$ cat config.mk
export PLATFORM = sky130hd
export DESIGN_NAME = lsd_top
export DESIGN_NICKNAME = d
export VERILOG_FILES = /design/src/pkg/lsd_pkg.sv /design/src/design/lsd_pin_sync.sv /design/src/design/lsd_shift_chain.sv /design/src/design/lsd_top.sv
export SDC_FILE = /design/constraint.sdc
export NUM_CORES = 1
export LEC_CHECK = 0
export ABC_AREA = 1
export ABC_CLOCK_PERIOD_IN_PS = 1200
export BUFFER_PORTS_ARGS = -buffer_cell sky130_fd_sc_hd__buf_2
export CAP_MARGIN = 15
export CORE_UTILIZATION = 30
export DETAILED_ROUTE_END_ITERATION = 12
export PLACE_DENSITY = 0.48
export RECOVER_POWER = 100
export SYNTH_ARGS = -nofsm -noshare
export SYNTH_HDL_FRONTEND = slang
export SYNTH_SLANG_ARGS = --single-unit
$ cat constraint.sdc
create_clock -name pclk -period 1.2 [get_ports pclk]
set_input_delay 0.06 -clock pclk [delete_from_list [all_inputs] [get_ports pclk]]
set_output_delay 0.06 -clock pclk [all_outputs]
set_load 0.03 [all_outputs]
$ cat src/pkg/lsd_pkg.sv
// Shared constants for the LED sink shift-and-latch front end.
// Assumes a single pclk domain; all pins enter through the pin synchroniser.
package lsd_pkg;
  // Channel count, which is also the serial chain length, and APB address and data widths.
  localparam int CH_N = 8;
  localparam int ADDR_W = 8;
  localparam int DATA_W = 32;

  // Bit positions inside the synchronised pin vector.
  localparam int PIN_SHORT = 0;
  localparam int PIN_OPEN = CH_N;
  localparam int PIN_TEMP = 2 * CH_N;
  localparam int PIN_OEN = PIN_TEMP + 1;
  localparam int PIN_LD = PIN_TEMP + 2;
  localparam int PIN_SIN = PIN_TEMP + 3;
  localparam int PIN_SCLK = PIN_TEMP + 4;
  localparam int PIN_W = PIN_TEMP + 5;

  // Register byte offsets.
  localparam logic [ADDR_W-1:0] OFF_CTRL = 8'h00;
  localparam logic [ADDR_W-1:0] OFF_STATUS = 8'h04;
  localparam logic [ADDR_W-1:0] OFF_DIAG = 8'h08;
  localparam logic [ADDR_W-1:0] OFF_IRQ_STAT = 8'h0C;
  localparam logic [ADDR_W-1:0] OFF_IRQ_MASK = 8'h10;

  // Control fields.
  localparam int CTRL_ERR_EN = 0;
  localparam int CTRL_LOW_CUR = 1;
  localparam int CTRL_W = 2;

  // Status fields: data register, global fault, temperature, mode code.
  localparam int ST_DATA = 0;
  localparam int ST_GFAULT = 8;
  localparam int ST_TEMP = 9;
  localparam int ST_MODE = 12;
  localparam int MODE_W = 3;

  // Diagnostic result fields.
  localparam int DG_OPEN = 0;
  localparam int DG_SHORT = 8;

  // Interrupt status bits.
  localparam int IRQ_LOAD = 0;
  localparam int IRQ_FAULT = 1;
  localparam int IRQ_MODE = 2;
  localparam int IRQ_W = 3;

  // Operating modes: normal shifting, then the error modes in stepping order.
  typedef enum logic [MODE_W-1:0] {
    MODE_NORMAL,
    MODE_GLOBAL,
    MODE_OPEN,
    MODE_SHORT,
    MODE_TEMP
  } lsd_mode_t;
endpackage

$ cat src/design/lsd_pin_sync.sv
// Three-stage synchroniser for asynchronous pins with edge pulses.
// Assumes pins may change at any time relative to pclk.
`timescale 1ns/10ps
module lsd_pin_sync #(
  parameter int W = 1
) (
  input wire logic pclk,
  input wire logic presetn,
  input wire logic ce,
  input wire logic [W-1:0] pin_in,
  output logic [W-1:0] level,
  output logic [W-1:0] rise,
  output logic [W-1:0] fall
);
  logic [W-1:0] s1_ff, s2_ff, s3_ff, level_ff, rise_ff, fall_ff;
  logic [W-1:0] nxt_level, agree;

  // A bit only changes once stages two and three agree, which rejects a single late sample.
  always_comb begin
    agree = ~(s2_ff ^ s3_ff);
    nxt_level = (agree & s3_ff) | (~agree & level_ff);
  end

  // Stage one feeds stage two and nothing else.
  always_ff @(posedge pclk or negedge presetn) begin
    if (!presetn) begin
      s1_ff <= '0;
      s2_ff <= '0;
      s3_ff <= '0;
      level_ff <= '0;
      rise_ff <= '0;
      fall_ff <= '0;
    end else if (ce) begin
      s1_ff <= pin_in;
      s2_ff <= s1_ff;
      s3_ff <= s2_ff;
      level_ff <= nxt_level;
      rise_ff <= nxt_level & ~level_ff;
      fall_ff <= ~nxt_level & level_ff;
    end
  end

  assign level = level_ff;
  assign rise = rise_ff;
  assign fall = fall_ff;
endmodule // lsd_pin_sync

$ cat src/design/lsd_shift_chain.sv
// Serial shift register with a rise-side hold stage and a fall-side output stage.
// Assumes one-cycle rise and fall pulses of the serial clock from the synchroniser.
`timescale 1ns/10ps
module lsd_shift_chain #(
  parameter int N = lsd_pkg::CH_N
) (
  input wire logic pclk,
  input wire logic presetn,
  input wire logic ce,
  input wire logic shift_en,
  input wire logic sclk_rise,
  input wire logic sclk_fall,
  input wire logic data_in,
  output logic [N-1:0] parallel,
  output logic chain_out
);
  logic [N-1:0] sr_ff, nxt_sr;
  logic hold_ff, nxt_hold, out_ff, nxt_out;

  // The hold stage adds the ninth rise so the bit leaves half a cycle later at the fall.
  always_comb begin
    nxt_sr = sr_ff;
    nxt_hold = hold_ff;
    nxt_out = out_ff;
    if (shift_en && sclk_rise) begin
      nxt_sr = {sr_ff[N-2:0], data_in};
      nxt_hold = sr_ff[N-1];
    end
    if (sclk_fall) begin
      nxt_out = hold_ff;
    end
  end

  // Registered state of the chain.
  always_ff @(posedge pclk or negedge presetn) begin
    if (!presetn) begin
      sr_ff <= '0;
      hold_ff <= 1'b0;
      out_ff <= 1'b0;
    end else if (ce) begin
      sr_ff <= nxt_sr;
      hold_ff <= nxt_hold;
      out_ff <= nxt_out;
    end
  end

  assign parallel = sr_ff;
  assign chain_out = out_ff;
endmodule // lsd_shift_chain

$ cat src/design/lsd_top.sv
// Top of the LED sink shift-and-latch front end with diagnostic read-back.
// Assumes an APB master on pclk and serial pins driven asynchronously by a host or upstream driver.
//
// The placing of the registers and the APB slave port were left to the implementer.
`timescale 1ns/10ps
// How it works
// - Capture serial_in on serial clock rise
// - serial_out changes on serial clock fall
// - Bit reappears 8.5 serial cycles later
// - latch_strobe rise copies shift register
// - Data register drives channels until reload
// - output_enable_n gates sinks in all modes
// - Serial rise steps error mode, no shift
// - Global mode: serial_out low on fault
// - Error-mode load records global and per-channel faults
// - Channels become sense inputs in diagnostics
// - Low-current flag during diagnostic modes
module lsd_top (
  input wire logic pclk,
  input wire logic presetn,
  input wire logic ce,
  input wire logic psel,
  input wire logic penable,
  input wire logic pwrite,
  input wire logic [lsd_pkg::ADDR_W-1:0] paddr,
  input wire logic [lsd_pkg::DATA_W-1:0] pwdata,
  output logic [lsd_pkg::DATA_W-1:0] prdata,
  output logic pready,
  output logic pslverr,
  input wire logic serial_clk,
  input wire logic serial_in,
  input wire logic latch_strobe,
  input wire logic output_enable_n,
  input wire logic over_temp,
  input wire logic [lsd_pkg::CH_N-1:0] open_sense,
  input wire logic [lsd_pkg::CH_N-1:0] short_sense,
  output logic serial_out,
  output logic [lsd_pkg::CH_N-1:0] sink_channels,
  output logic sense_active,
  output logic low_current,
  output logic irq
);
  import lsd_pkg::*;

  // Word decode shared by the read and write paths.
  function automatic logic hit(input logic [ADDR_W-1:0] addr, input logic [ADDR_W-1:0] off);
    hit = (addr == off);
  endfunction

  // Only lit channels are judged, so a blank channel never reports a fault of its own.
  function automatic logic [CH_N-1:0] judged(input logic [CH_N-1:0] sense, input logic [CH_N-1:0] lit);
    judged = sense & lit;
  endfunction

  logic [PIN_W-1:0] pins, pin_lvl, pin_rise, pin_fall;
  logic [CH_N-1:0] shift_par;
  logic shift_out;

  // Every pin crosses into pclk through the same three-stage synchroniser.
  // The serial pins are sampled, not used as clocks, so each level of serial_clk must last at
  // least six pclk periods; the trade is one clock domain for a slower link than the pin allows.
  // The concatenation order must match the pin positions in the package.
  assign pins = {serial_clk, serial_in, latch_strobe, output_enable_n, over_temp, open_sense, short_sense};

  lsd_pin_sync #(.W(PIN_W)) u_sync (
    .pclk(pclk),
    .presetn(presetn),
    .ce(ce),
    .pin_in(pins),
    .level(pin_lvl),
    .rise(pin_rise),
    .fall(pin_fall)
  );

  logic sclk_rise, sclk_fall, ld_rise, oen_lvl, sin_lvl, temp_lvl;
  logic [CH_N-1:0] open_lvl, short_lvl;

  // Named views of the synchronised pins.
  // Rise and fall pulses last one pclk, so each serial edge is acted on exactly once.
  assign sclk_rise = pin_rise[PIN_SCLK];
  assign sclk_fall = pin_fall[PIN_SCLK];
  assign ld_rise = pin_rise[PIN_LD];
  assign oen_lvl = pin_lvl[PIN_OEN];
  assign sin_lvl = pin_lvl[PIN_SIN];
  assign temp_lvl = pin_lvl[PIN_TEMP];
  assign open_lvl = pin_lvl[PIN_OPEN +: CH_N];
  assign short_lvl = pin_lvl[PIN_SHORT +: CH_N];

  lsd_mode_t mode_ff, nxt_mode;
  logic [CTRL_W-1:0] ctrl_ff, nxt_ctrl;
  logic [IRQ_W-1:0] irq_stat_ff, nxt_irq_stat, irq_mask_ff, nxt_irq_mask, events;
  logic [CH_N-1:0] data_ff, nxt_data, open_res_ff, nxt_open_res, short_res_ff, nxt_short_res;
  logic gfault_ff, nxt_gfault, temp_res_ff, nxt_temp_res;
  logic in_err, step_mode, nxt_irq;

  assign in_err = (mode_ff != MODE_NORMAL);
  assign step_mode = in_err && sclk_rise && ctrl_ff[CTRL_ERR_EN];

  // Plain shifting only happens in normal mode; error modes use the clock to step instead.
  lsd_shift_chain #(.N(CH_N)) u_chain (
    .pclk(pclk),
    .presetn(presetn),
    .ce(ce),
    .shift_en(!in_err),
    .sclk_rise(sclk_rise),
    .sclk_fall(sclk_fall),
    .data_in(sin_lvl),
    .parallel(shift_par),
    .chain_out(shift_out)
  );

  // Mode sequencer: software opens error mode, serial rises walk through it, clearing returns home.
  always_comb begin
    nxt_mode = mode_ff;
    if (!ctrl_ff[CTRL_ERR_EN]) begin
      nxt_mode = MODE_NORMAL;
    end else if (!in_err) begin
      nxt_mode = MODE_GLOBAL;
    end else if (step_mode) begin
      // A corrupted code drops back to normal mode, which also releases the sense pins.
      unique case (mode_ff)
        MODE_GLOBAL: nxt_mode = MODE_OPEN;
        MODE_OPEN: nxt_mode = MODE_SHORT;
        MODE_SHORT: nxt_mode = MODE_TEMP;
        MODE_TEMP: nxt_mode = MODE_GLOBAL;
        default: nxt_mode = MODE_NORMAL;
      endcase
    end
  end

  // Mode register; a low ce holds it together with every other state.
  always_ff @(posedge pclk or negedge presetn) begin
    if (!presetn) begin
      mode_ff <= MODE_NORMAL;
    end else if (ce) begin
      mode_ff <= nxt_mode;
    end
  end

  // Load path: the data register and the fault records update only on a strobe rise.
  always_comb begin
    nxt_data = data_ff;
    nxt_gfault = gfault_ff;
    nxt_open_res = open_res_ff;
    nxt_short_res = short_res_ff;
    nxt_temp_res = temp_res_ff;
    if (ld_rise) begin
      nxt_data = shift_par;
      if (in_err) begin
        // The sense pins are read as inputs here because the sinks are in a diagnostic mode.
        nxt_open_res = judged(open_lvl, shift_par);
        nxt_short_res = judged(short_lvl, shift_par);
        nxt_temp_res = temp_lvl;
        // The global flag is the OR of the recorded faults, so it never disagrees with the details.
        nxt_gfault = (|nxt_open_res) | (|nxt_short_res) | temp_lvl;
      end
    end
  end

  // Data register and fault records, held between strobe rises.
  always_ff @(posedge pclk or negedge presetn) begin
    if (!presetn) begin
      data_ff <= '0;
      gfault_ff <= 1'b0;
      open_res_ff <= '0;
      short_res_ff <= '0;
      temp_res_ff <= 1'b0;
    end else if (ce) begin
      data_ff <= nxt_data;
      gfault_ff <= nxt_gfault;
      open_res_ff <= nxt_open_res;
      short_res_ff <= nxt_short_res;
      temp_res_ff <= nxt_temp_res;
    end
  end

  logic serial_out_ff, nxt_serial_out, sense_ff, nxt_sense, low_cur_ff, nxt_low_cur;
  logic [CH_N-1:0] sink_ff, nxt_sink;

  // Pin-facing outputs. The global fault flag bypasses the chain, so cascading stops there.
  always_comb begin
    nxt_serial_out = (mode_ff == MODE_GLOBAL) ? ~gfault_ff : shift_out;
    nxt_sink = oen_lvl ? '0 : data_ff;
    // Sense and low current follow the mode one cycle late, in step with the other pin outputs.
    nxt_sense = in_err;
    nxt_low_cur = in_err && ctrl_ff[CTRL_LOW_CUR];
  end

  // Pin registers; serial_out leaves reset at the no-fault level.
  always_ff @(posedge pclk or negedge presetn) begin
    if (!presetn) begin
      serial_out_ff <= 1'b1;
      sink_ff <= '0;
      sense_ff <= 1'b0;
      low_cur_ff <= 1'b0;
    end else if (ce) begin
      serial_out_ff <= nxt_serial_out;
      sink_ff <= nxt_sink;
      sense_ff <= nxt_sense;
      low_cur_ff <= nxt_low_cur;
    end
  end

  logic pready_ff, nxt_pready, pslverr_ff, nxt_pslverr, mapped, wr_done;
  logic [DATA_W-1:0] prdata_ff, nxt_prdata, rd_word;

  // Read mux; unmapped words read zero and answer with an error.
  // Bits above each field read zero, so software may compare whole words.
  always_comb begin
    rd_word = '0;
    mapped = 1'b1;
    if (hit(paddr, OFF_CTRL)) begin
      rd_word[CTRL_W-1:0] = ctrl_ff;
    end else if (hit(paddr, OFF_STATUS)) begin
      rd_word[ST_DATA +: CH_N] = data_ff;
      rd_word[ST_GFAULT] = gfault_ff;
      rd_word[ST_TEMP] = temp_res_ff;
      rd_word[ST_MODE +: MODE_W] = mode_ff;
    end else if (hit(paddr, OFF_DIAG)) begin
      rd_word[DG_OPEN +: CH_N] = open_res_ff;
      rd_word[DG_SHORT +: CH_N] = short_res_ff;
    end else if (hit(paddr, OFF_IRQ_STAT)) begin
      rd_word[IRQ_W-1:0] = irq_stat_ff;
    end else if (hit(paddr, OFF_IRQ_MASK)) begin
      rd_word[IRQ_W-1:0] = irq_mask_ff;
    end else begin
      mapped = 1'b0;
    end
  end

  // One wait state: pready rises at the edge that ends the first access cycle, the transfer ends on the next edge.
  // A refused write never commits, because wr_done waits for a clean completion.
  always_comb begin
    nxt_pready = 1'b0;
    nxt_prdata = prdata_ff;
    nxt_pslverr = 1'b0;
    wr_done = psel && penable && pready_ff && pwrite && !pslverr_ff;
    if (psel && penable && !pready_ff) begin
      nxt_pready = 1'b1;
      nxt_pslverr = !mapped;
      nxt_prdata = pwrite ? '0 : rd_word;
    end
  end

  // Bus answer registers; prdata keeps its last value after the transfer.
  always_ff @(posedge pclk or negedge presetn) begin
    if (!presetn) begin
      pready_ff <= 1'b0;
      pslverr_ff <= 1'b0;
      prdata_ff <= '0;
    end else if (ce) begin
      pready_ff <= nxt_pready;
      pslverr_ff <= nxt_pslverr;
      prdata_ff <= nxt_prdata;
    end
  end

  // Control, mask and write-one-to-clear status; a new event beats a clear in the same cycle.
  // Writes land only at the completing edge, together with the master's sample of pready.
  always_comb begin
    events = '0;
    events[IRQ_LOAD] = ld_rise;
    events[IRQ_FAULT] = ld_rise && in_err && nxt_gfault;
    events[IRQ_MODE] = step_mode;
    nxt_ctrl = ctrl_ff;
    nxt_irq_mask = irq_mask_ff;
    nxt_irq_stat = irq_stat_ff;
    if (wr_done && hit(paddr, OFF_CTRL)) begin
      nxt_ctrl = pwdata[CTRL_W-1:0];
    end
    if (wr_done && hit(paddr, OFF_IRQ_MASK)) begin
      nxt_irq_mask = pwdata[IRQ_W-1:0];
    end
    if (wr_done && hit(paddr, OFF_IRQ_STAT)) begin
      nxt_irq_stat = irq_stat_ff & ~pwdata[IRQ_W-1:0];
    end
    nxt_irq_stat = nxt_irq_stat | events;
    // The level output looks at next state, so it rises in the same cycle as its status bit.
    nxt_irq = |(nxt_irq_stat & nxt_irq_mask);
  end

  // Control, interrupt registers and the interrupt output flop.
  always_ff @(posedge pclk or negedge presetn) begin
    if (!presetn) begin
      ctrl_ff <= '0;
      irq_mask_ff <= '0;
      irq_stat_ff <= '0;
      irq <= 1'b0;
    end else if (ce) begin
      ctrl_ff <= nxt_ctrl;
      irq_mask_ff <= nxt_irq_mask;
      irq_stat_ff <= nxt_irq_stat;
      irq <= nxt_irq;
    end
  end

  // Outputs come straight from their flip-flops.
  assign prdata = prdata_ff;
  assign pready = pready_ff;
  assign pslverr = pslverr_ff;
  assign serial_out = serial_out_ff;
  assign sink_channels = sink_ff;
  assign sense_active = sense_ff;
  assign low_current = low_cur_ff;
endmodule // lsd_top

======== After elaboration in Yosys (flattened, before gate mapping) ========
Index checks and enable logic that the tools add are counted.
W data, S select, Z words.
word-level totals
  bits in read-only memories .............. 0
  memories kept ........................... 0
  memory bits (writable) .................. 0
  word-level logic and storage cells ...... 112
  register bits after elaboration ......... 219
  bits in latches ......................... 0
  bits of input ports ..................... 67
cells by class
  equality and inequality tests ........... 9
  add/sub/neg operators ................... 0
  bitwise logic cells ..................... 19
  muxes and demuxes ....................... 28
  div/mod/pow operators ................... 0
  multiply operators ...................... 0
  reduce and logical (&&, ||, !) cells .... 30
  $lt $le $gt $ge ......................... 0
  shift operators ......................... 0
operators with widths
  kind                  count
  $and A21 B21 Y21      4
  $not A21 Y21          4
  $mux W3               9
  $or A21 B21 Y21       1
  $xor A21 B21 Y21      1
  $and A8 B8 Y8         2
  $eq A8 B4 Y1 const B  2
  $mux W16              1
  $reduce_or A8 Y1      2
  $logic_and A1 B1 Y1   14
  $mux W14              1
  $mux W13              1
  $pmux W3 S4           1
  $reduce_and A2 Y1     6
  $mux W1               11
  $mux W10              1
  $eq A8 B3 Y1 const B  1
  $eq A8 B5 Y1 const B  1
  $logic_not A8 Y1      1
  $mux W8               1
  $and A3 B3 Y3         2
  $eq A3 B2 Y1 const B  2
  $logic_not A1 Y1      4
  $mux W2               2
  other kinds (10)      11

======== Depth between registers and ports, before layout ========
Gate-level depths: netlist of the first run.
  depth in word-level cells ............... 10
  depth in mapped cells ................... 11
  mapped depth without buffers ............ 11

======== Cells and area by module ========
A second synthesis of the first run with hierarchy kept.
second synthesis, totals
  cells, all modules ...................... 1,079
  area, all modules ....................... 9,049.9 um^2
modules (own cells, without submodules)
  module           cells each  area each (um^2)  times used  sequential area each (um^2)
  lsd_pin_sync     637         5,290.1           1           3,153.0
  lsd_top          397         3,313.2           1           1,677.9
  lsd_shift_chain  45          446.7             1           250.2

======== Worst setup path after synthesis of the first run ========
No wires, ideal clock.
  kind .................................... register to register
  start point ............................. reg pready_ff, in the netlist pready
  end point ............................... reg irq
  path buffers ............................ 0
  setup slack ............................. -0.298 ns
  required time ........................... 1.079 ns
  clock period less this slack ............ 1.498 ns
  setup time .............................. 0.121 ns
  cell stages (with the launch flop) ...... 8
  arrival ................................. 1.378 ns
  cell sequence ........................... dfrtp_1 -> nand3_1 -> nor2_1 -> nand2_1 -> nand2_1 -> o21ai_1 -> a21oi_1 -> nand2_1
between the ends
  cells in the longest elaborated chain, start to end .. 8
  elaborated cells on any way between the ends .. 10
  classes of those cells .................. mux (2); bitwise (2); reduce/logical (6)
ends and longest elaborated chain
  element                              line            text
  start: declaration                   lsd_top.sv:204  logic pready_ff, nxt_pready, pslverr_ff, nxt_pslverr, mapped, wr_done;
  start signal: assignment             lsd_top.sv:252  pready_ff <= nxt_pready;
  $logic_and A1 B1 Y1 * (3 in series)  lsd_top.sv:237  wr_done = psel && penable && pready_ff && pwrite && !pslverr_ff;
  $logic_and A1 B1 Y1                  lsd_top.sv:274  if (wr_done && hit(paddr, OFF_IRQ_STAT)) begin
  $mux W3                              lsd_top.sv:274
  $or A3 B3 Y3                         lsd_top.sv:277  nxt_irq_stat = nxt_irq_stat | events;
  $and A3 B3 Y3 *                      lsd_top.sv:279  nxt_irq = |(nxt_irq_stat & nxt_irq_mask);
  $reduce_or A3 Y1 *                   lsd_top.sv:279
  end signal: assignment               lsd_top.sv:293  irq <= nxt_irq;
  end: declaration                     lsd_top.sv:41   output logic irq
Every way passes the cells marked *; elsewhere a longest branch is shown, timed or not.
A chain may end at the register's enable or synchronous reset.

======== Worst setup path after layout of the first run ========
  start point ............................. reg mode_ff[1]
  end point ............................... reg mode_ff[1]
between the ends
  cells in the longest elaborated chain, start to end .. 5
  elaborated cells on any way between the ends .. 13
  classes of those cells .................. eq/ne (5); mux (4); reduce/logical (4)
ends and longest elaborated chain
  element                                                    line                           text
  start: declaration                                         lsd_top.sv:89                  lsd_mode_t mode_ff, nxt_mode;
  start signal: assignment                                   lsd_top.sv:136                 mode_ff <= nxt_mode;
  $eq A3 B3 Y1, or another cell as far along                 lsd_top.sv:121                 unique case (mode_ff)
  $pmux W3 S4 / $logic_and A1 B1 Y1 (equally long branches)  lsd_top.sv:121, lsd_top.sv:97
  $mux W3 / $logic_and A1 B1 Y1 (equally long branches)      lsd_top.sv:119, lsd_top.sv:97
  $mux W3 / $ne A3 B2 Y1 (equally long branches)             n/a
  $mux W3 / $reduce_and A2 Y1 (equally long branches)        n/a
Parallel ways exist; a longest one is shown, timed or not. The select of a mux whose other input is x is not followed.

==> flow_summary.yaml, run 1 <==
grt:
  antenna_found_initial: 0
  track_usage_pct: 14.6
  grt-ovfl-total: 0
  grt_max_degree: 76
  first_global_vias: 5168
  grt_pass1_wl_um: 27200
sta:
  fin_crit_sh_pct: 114
  max_slew_margin_pct: 58.0
  fin_ws_ns: -0.168
  worstMarginPinSlew_ns: 0.630
  max_freq_ghz: 0.731
  hold_viol: 0
  timing.hold.ws_ns: 0.00555
  fin_skew_ns: 0.0203
  slew_violations: 0
  rsz0062_at_grt: "true"
  setup_violations: 53
  min_period_ns: 1.37
die:
  core-area_um2: 22600
  die_height_um: 154
  io_pins: 113
  dieArea_um2: 23600
  row_count: 55
  die_w_um: 154
  initial_utilization_pct: 30.6
power_and_ir_drop:
  power_uw: 15300
  power.density_nw_per_um2: 1600
  ir_drop_mv: 1.05
  power.leakage_uw: 0.00466
synthesis:
  ys_seq_elements: 164
  yosysTopAreaCell: "dfrtp_1"
  synth_cells: 775
  avgSynthCellArea_um2: 8.91
  synthTopCellsByCount: "256 x nand2_1, 163 x dfrtp_1, 116 x o21ai_0, 59 x inv_1, 37 x nor2_1"
  ys_warn_count: 0
  netlist_area_um2: 6900
  synth_seq_area_share_pct: 59.5
  synth_edf_count: 0
  synth.distinct_cells: 36
  synth.top_cell.area_share_pct: 59.1
  ys_top_cells_by_area: "dfrtp_1 59%, nand2_1 14%, o21ai_0 8.4%, inv_1 3.2%, nand3_1 2.2%"
  synthArstFlopShare_pct: 100
  synth_most_common_cell: "nand2_1"
  ys.flop_type: "dfrtp_1"
worst_setup_path:
  cp_top_family: "flip-flops"
  crit_arrival_ns: 1.72
  reg2reg_depth: 9
  crit_cells: 9
  crit_fanout: 4
  worstPathCellList: "inv_2, nand2_4, nor2_4, buf_6, nor2_4, o21ai_4, buf_6, nor2_2, a21oi_1"
  cp-end-kind: "flip-flop"
  start_kind: "flip-flop"
  critical_path_required_ns: 1.55
  worst_path_largest_cell_delay_ns: 0.38
  slowest_stage: "dfrtp_1"
  crit_buf_inv: 3
  crit_type: "flip-flop to flip-flop"
clocking:
  cts_buffers: 17
  ctsHtreeMaxLevel: 4
  cts.clk_slew.worst_paths_ns: 0.07
  cts_tree: "yes"
  cts_sinks: 164
  root_buffer: "clkbuf_16"
  cts_buffer_depth: 2
  clkLatencyLatePin_ns: 0.43
run_status:
  failed_checks: "negative setup slack"
  outcome: "finished, violations left"
route:
  drc: 0
  via_count: 5613
  drt_pre_antenna_iters: 4
  post_drt_wl_per_cell_um: 13.5
  ant_nets: 0
  viasPerCell: 4.48
  wl_um: 16900
  drt_first_iter_violations: 375
final_layout:
  final_util_pct: 42.4
  num_antenna_cells: 0
  drive_above_1_share_pct: 29.4
  fin_nets: 1021
  syn2layout_area_growth_pct: 38.7
  fillCellCount: 2268
flow_run:
  cap_violations: 0
placed_design:
  dpl.hpwl_um: 11200
  portBuffers: 67
  gp_congestion: 0.788
hold_path:
  hold_path_class: "primary input to async pin"
## per-stage QoR
stage	worst slack (ns)	instances	TNS, ns	instance area, µm²
4_1_cts	-0.122	1237	-2.79	9180
3_5_place_dp	-0.157	1175	-3.40	8170
3_3_place_gp	-0.134	1175	-2.45	8170
6_report	-0.168	1252	-5.68	9580
5_1_grt	-0.228	1252	-12.14	9580
2_1_floorplan	-0.158	790	-1.58	7020
## cells by family (layout without fill, tap and decap cells)
group	count (synthesis)	after routing	synth area share, %
compound gates	159	159	12.9
other cells	1	16	0.0543
flops	164	164	59.5
simple gates	342	342	20.3
fa+ha+maj	1	1	0.145
buf+inv	108	285	7.09
## layout by cell type (no fill, tap or decap), types with 10 or more instances in the layout
cell | netlist | final
nor2_1 | 37 | 29
dfrtp_1 | 163 | 161
nand2_4 | 0 | 13
clkbuf_2 | 1 | 30
buf_6 | 1 | 12
nand3_1 | 30 | 22
nand2_1 | 256 | 221
buf_2 | 12 | 37
o21ai_2 | 1 | 11
o21ai_0 | 116 | 87
dlygate4sd3_1 | 0 | 28
conb_1 | 1 | 16
clkbuf_16 | 0 | 22
o211ai_1 | 10 | 10
nand2_2 | 1 | 23
o21ai_1 | 2 | 20
inv_1 | 59 | 57
buf_4 | 16 | 71
## per-layer routing
metal  up-vias  routed length (µm)  global-route usage (%)
met2        79                7710                    21.5
met4         0                  76                    4.71
met5         -                   0                       0
met1      2664                8680                    21.2
met3         4                 433                    3.07
li1       2866                   -                       -
## power by group
group	total (µW)	internal (µW)	switching (µW)	leakage, µW
clock network	5660	3300	2360	0.000295
logic	2920	1320	1600	0.00224
registers	6720	6210	505	0.00212
total	15300	10800	4470	0.00466
## final cells by class
cell class                      instances  area, µm²  area share, %
Sequential cell                       164       4110           42.9
Multi-Input combinational cell        518       2720           28.4
Timing Repair Buffer                  192       1550           16.2
Clock buffer                           18        429           4.48
Tap cell                              285        357           3.72
Inverter                               61        234           2.44
Clock inverter                         14        174           1.82
## repair_timing
item                                    CTS  global route
gates cloned                              0             7
endpoints found under the hold margin   190             0
endpoints found under the setup margin   52            60
pin swaps                                 9            10
setup buffers                             2             8
hold buffers                             28             0
resized for setup                        40            88
## path summary, 6_finish.rpt
check | start | slack (ns) | endpoint
setup / recovery | mode_ff[1] | -0.17 | mode_ff[1]
hold / removal | presetn | 0.006 | u_sync.s1_ff[19]
setup reg to reg | mode_ff[1] | -0.17 | mode_ff[1]
hold reg to reg | u_sync.s3_ff[6] | 0.48 | u_sync.s3_ff[6]
max in group asynchronous | presetn | 0.31 | short_res_ff[0]
min in group pclk | paddr[0] | 0.08 | prdata[12]
## worst reg2reg max path: stages (launching register included)
cell and delay [ns]:
dfrtp_1 0.38, inv_2 0.08, nand2_4 0.06, nor2_4 0.16, buf_6 0.12, nor2_4 0.03
o21ai_4 0.18, buf_6 0.14, nor2_2 0.03, a21oi_1 0.10
No activity file was read; power rests on OpenSTA's default activity.
==> inputs of run 2 (changes only) <==
- ABC_AREA: 1 -> unset
- GPL_ROUTABILITY_DRIVEN: unset -> 0
- PLACE_DENSITY: 0.48 -> 0.47
==> run 2 against run 1 <==
  * Register-to-register slack got worse by 0.31 ns
  * Worst hold slack improved by 0.041 ns
  * Core utilization rose by 1.1 points
  * Clock power fell by 3%
  * Die area rose by 2.0%
  * Design area rose by 3.8%
  * The run still ends with negative setup slack left
  * Non-clock buffer count rose by 22
  * First-iteration DRC count fell by 40%
==> flow_summary.yaml, run 2 <==
final_layout:
  num_antenna_cells: 0
  final_util_pct: 43.5
  syn2layout_area_growth_pct: 41.2
  final_common_cell: "dfrtp_1"
  final_cells: 1137
  fillCellCount: 2207
  fin_nets: 879
  final_cell_mix: "161 x dfrtp_1, 92 x buf_4, 77 x mux2_2, 49 x a21oi_1, 36 x nand2_1"
  drive_above_1_share_pct: 46.1
sta:
  hold_viol: 0
  fin_skew_ns: 0.0115
  setup_violations: 67
  fin_crit_sh_pct: 140
  min_period_ns: 1.68
  worstMarginPinSlew_ns: 0.901
  max_freq_ghz: 0.594
  rsz0062_at_grt: "true"
  max_slew_margin_pct: 39.9
  fin_ws_ns: -0.483
  slew_violations: 0
  timing.hold.ws_ns: 0.0469
synthesis:
  synth_top_family_by_area: "multiplexers"
  synth-compound-area-share_pct: 10.7
  synthArstFlopShare_pct: 100
  netlist_area_um2: 7040
  synth_most_common_cell: "dfrtp_1"
  synthAdderAreaFrac_pct: 0.142
  ys_warn_count: 0
  synth_simple_gate_area_share_pct: 11.3
  synth.top_cell.area_share_pct: 57.9
  synth_cells: 607
  synthTopCellsByCount: "163 x dfrtp_1, 89 x mux2_2, 60 x nand2_1, 52 x a21oi_1, 30 x nor2_1"
  ys_top_cells_by_area: "dfrtp_1 58%, mux2_2 14%, a21oi_1 3.7%, nand2_1 3.2%, nand2b_1 2.2%"
  avgSynthCellArea_um2: 11.6
  ys.flop_type: "dfrtp_1"
  synth_edf_count: 0
  synth_seq_area_share_pct: 58.3
  synth-xor-area-share_pct: 0
  muxShareOfSynthArea_pct: 14.7
  synth.distinct_cells: 50
  ys_seq_elements: 164
  yosysTopAreaCell: "dfrtp_1"
route:
  drt_first_iter_violations: 225
  drc: 0
  drt-met1-wl_um: 8290
  highest_layer: "met4"
  via_count: 5246
  drt_pre_antenna_iters: 4
  ant_nets: 0
  wl_met2_um: 8360
  route.met3.wl_um: 539
  wl_um: 17500
  viasPerCell: 4.61
  post_drt_wl_per_cell_um: 15.4
clocking:
  cts_buffers: 17
  cts_buffer_depth: 2
  cts_sinks: 164
  ctsHtreeMaxLevel: 4
  clkLatencyLatePin_ns: 0.42
  cts.clk_slew.worst_paths_ns: 0.07
  root_buffer: "clkbuf_16"
  cts_tree: "yes"
worst_setup_path:
  crit_type: "flip-flop to flip-flop"
  critical_path_required_ns: 1.51
  crit_arrival_ns: 1.99
  crit_fanout: 4
  cp-end-kind: "flip-flop"
  start_kind: "flip-flop"
run_status:
  outcome: "finished, violations left"
  failed_checks: "negative setup slack"
power_and_ir_drop:
  power.density_nw_per_um2: 1530
  ir_drop_mv: 0.940
  power.leakage_uw: 0.00462
grt:
  grt_pass1_wl_um: 28800
  antenna_found_initial: 0
  first_global_vias: 5454
  grt_max_degree: 79
  grt-ovfl-total: 0
  track_usage_pct: 15.4
flow_run:
  cap_violations: 0
hold_path:
  hold_path_class: "primary input to flip-flop"
die:
  core-area_um2: 22800
  row_count: 55
  die_w_um: 155
  die_height_um: 155
  initial_utilization_pct: 30.8
  io_pins: 113
  dieArea_um2: 24100
placed_design:
  dp.cells: 1065
  dpl.hpwl_um: 12300
  portBuffers: 67
-- run 2: changes by cell type after synthesis, sizes merged, moves of 25 or more --
cell,delta
a21oi,+43
inv,-32
mux2,+91
nand2,-197
nand2b,+25
nand3,-29
o21ai,-89
-- run 2: worst max-delay path, stage by stage, from the launching register on --
cell and delay, ns:
dfrtp_2 0.40, nand3b_1 0.25, nor4_4 0.17, buf_4 0.18, mux2_4 0.30, a32oi_1 0.19
o21ai_1 0.09
-- run 2: report_power, final --
part	internal (µW)	switching (µW)
registers	6270	629
logic	1540	1280
clock network	3360	2120
total	11200	4030
-- run 2: cells by family (layout without fill, tap and decap cells) --
| kind of cell | after synthesis | in the layout |
|---|---|---|
| buf+inv | 73 | 274 |
| simple gates | 151 | 152 |
| fa+ha+maj | 1 | 1 |
| other cells | 1 | 16 |
| mux | 92 | 92 |
| compound gates | 125 | 125 |
| flops | 164 | 164 |
-- run 2: final timing paths --
kind	from	to	slack, ns	cells past startpoint
max	pslverr	irq	-0.48	6
min	pwrite	prdata[14]	0.05	3
max reg2reg	pslverr	irq	-0.48	6
min reg2reg	prdata[0]	prdata[0]	0.49	1
max in group asynchronous	presetn	async pin	0.14	3
min in group asynchronous	presetn	low_current	0.29	2
-- run 2: through the flow --
step	setup slack, ns	total power, µW	instance area, µm²	TNS, ns
floorplan	-0.520	8270	7310	-19.12
global placement	-0.709	9610	8640	-22.74
detailed placement	-0.740	9700	8640	-24.31
CTS	-0.475	15400	9840	-16.70
global route	-0.573	16000	9940	-20.42
finish	-0.483	15200	9940	-16.56
-- run 2: routing by layer --
| metal | vias to the layer above | track usage, % |
|---|---|---|
| li1 | 2520 | - |
| met1 | 2606 | 20.2 |
| met2 | 97 | 25.2 |
| met3 | 23 | 3.37 |
| met4 | 0 | 5.56 |
| met5 | - | 0 |
-- run 2: cell type report --
cell class	count	area (µm²)	area share, %
clock buffer	21	460	4.63
clock inverter	10	131	1.32
inverter	29	111	1.12
multi-input combinational	386	3030	30.5
sequential	164	4110	41.3
tap	313	392	3.94
timing repair buffer	214	1710	17.2
-- run 2: repair_timing --
item,in CTS,in global routing
hold buffers,25,0
pin swaps,30,11
endpoints found under the hold margin,192,0
resized for setup,68,43
cloned,5,0
setup endpoints to repair,68,70
buffers inserted,11,7
==> inputs of run 3 (changes only) <==
- CORE_ASPECT_RATIO: unset -> 2
==> run 3 against run 2 <==
  * The flow still finishes with violations (negative setup slack)
  * Worst setup slack gained 0.025 ns
  * Clock power grew 7.8%
  * Routed wire length grew 4.8%
  * Critical path depth shrank 1
  * Design area grew 1.2%
  * Fmax grew 1.5%
  * Worst hold slack lost 0.015 ns
  * Critical path type unchanged
  * Critical endpoint is now temp_res_ff
==> flow_summary.yaml, run 3 (synthesis results as in run 2) <==
worst_setup_path:
  slowest_stage: "or3_4"
  crit_type: "flip-flop to flip-flop"
  cp-end-kind: "flip-flop"
  reg2reg_depth: 5
  start_kind: "flip-flop"
  cp_top_family: "simple AND/OR/NAND/NOR gates"
  crit_arrival_ns: 1.96
  worstPathCellList: "or3_4, buf_6, nand3_4, buf_6, mux2_4"
  critical_path_required_ns: 1.50
  crit_buf_inv: 2
  cpMostUsedCell: "buf_6"
  worst_path_largest_cell_delay_ns: 0.42
  crit_fanout: 6
  crit_cells: 5
sta:
  max_slew_margin_pct: 51.1
  max_freq_ghz: 0.603
  fin_ws_ns: -0.458
  setup_violations: 59
  setup_tns_ns: -19.84
  slew_violations: 0
  fin_skew_ns: 0.00610
  fin_crit_sh_pct: 138
  min_period_ns: 1.66
  rsz0062_at_grt: "true"
  hold_viol: 0
  worstMarginPinSlew_ns: 0.733
grt:
  grt-ovfl-total: 0
  grt_pass1_wl_um: 29500
  first_global_vias: 5583
  antenna_found_initial: 0
  track_usage_pct: 16.6
  grt_max_degree: 38
final_layout:
  regArea_um2: 4110
  fillCellCount: 2222
  final_cell_mix: "161 x dfrtp_1, 94 x buf_4, 77 x mux2_2, 49 x a21oi_1, 41 x nand2_1"
  fin_nets: 891
  multi_input_area_um2: 3040
  finalInstanceArea_um2: 10100
  num_antenna_cells: 0
  drive_above_1_share_pct: 46.1
  final_common_cell: "dfrtp_1"
  final_util_pct: 43.5
  syn2layout_area_growth_pct: 42.9
route:
  wl_met2_um: 10400
  drt-met1-wl_um: 6580
  drt_first_iter_violations: 212
  wl_um: 18400
  highest_layer: "met4"
  ant_nets: 0
  via_count: 5318
  drc: 0
  route.met3.wl_um: 504
  post_drt_wl_per_cell_um: 16.4
  viasPerCell: 4.75
  drt_pre_antenna_iters: 6
flow_run:
  cap_violations: 0
placed_design:
  dpl.hpwl_um: 13500
  portBuffers: 67
  post_dp_cell_area_um2: 8640
power_and_ir_drop:
  ir_drop_mv: 0.884
  power_uw: 15600
  power.leakage_uw: 0.00471
  power.density_nw_per_um2: 1550
die:
  die_height_um: 219
  core-area_um2: 23100
  dieArea_um2: 24100
  initial_utilization_pct: 30.4
  row_count: 79
  die_w_um: 110
  io_pins: 113
clocking:
  cts_buffers: 17
  cts_buffer_depth: 2
  cts_tree: "yes"
  cts_sinks: 164
  cts.clk_slew.worst_paths_ns: 0.06
  clkLatencyLatePin_ns: 0.43
  ctsHtreeMaxLevel: 4
  root_buffer: "clkbuf_16"
run_status:
  failed_checks: "negative setup slack"
  outcome: "finished, violations left"
hold_path:
  hold_path_class: "primary input to flip-flop"
  hold_path_depth: 4
==> run 3: changes by cell type in the layout (fill, tap and decap cells not counted), sizes merged, moves of 2 or more <==
cell / before / now
buf: 160 / 165
inv: 29 / 31
clkbuf: 50 / 56
clkinvlp: 1 / 3
bufinv: 3 / 5
clkinv: 6 / 2
==> run 3: repair_timing <==
action	in CTS	in global routing
resized for setup	55	53
endpoints found under the setup margin	62	68
pin swaps	15	12
setup buffers	11	12
hold buffers	25	0
endpoints found under the hold margin	191	0
gates cloned	3	2
==> run 3: final timing paths <==
kind                                 start          end  slack, ns
min in group asynchronous          presetn    async pin       0.23
worst min-delay path                    ce   mode_ff[2]       0.03
max in group asynchronous          presetn   serial_out       0.15
worst max-delay path            mode_ff[1]  temp_res_ff      -0.46
worst max register to register  mode_ff[1]  temp_res_ff      -0.46
worst min register to register   prdata[1]    prdata[1]       0.48
==> run 3: layout make-up <==
class,instances,share of cell area [%]
sequential,164,40.8
multi-input combinational,385,30.2
timing repair buffer,227,18.0
clock buffer,19,4.31
tap,283,3.52
clock inverter,12,2.03
inverter,29,1.08
==> run 3: metrics by stage <==
step	cells	setup slack, ns	hold slack (ns)
detailed placement	1044	-0.700	-0.0379
finish	1119	-0.458	0.0320
CTS	1113	-0.446	0.00416
floorplan	622	-0.520	-0.236
global placement	1044	-0.732	-0.0400
global route	1119	-0.537	0.0282
==> run 3: per-layer routing <==
layer  GRT usage, %  vias up
li1               -     2542
met1           17.1     2598
met2           29.6      134
met3           3.28       44
met4           10.6        0
met5              0        -
==> run 3: tightest hold or removal path, delay by kind of cell <==
kind | cells | cell delay, ns
AOI/OAI and AO/OA | 2 | 0.14
buffers and inverters | 1 | 0.16
and+or+nand+nor | 1 | 0.07
==> run 3: power breakdown <==
group / switching (µW) / internal (µW)
Combinational: 1300 / 1490
Sequential: 603 / 6270
Clock: 2220 / 3690
Total: 4120 / 11500
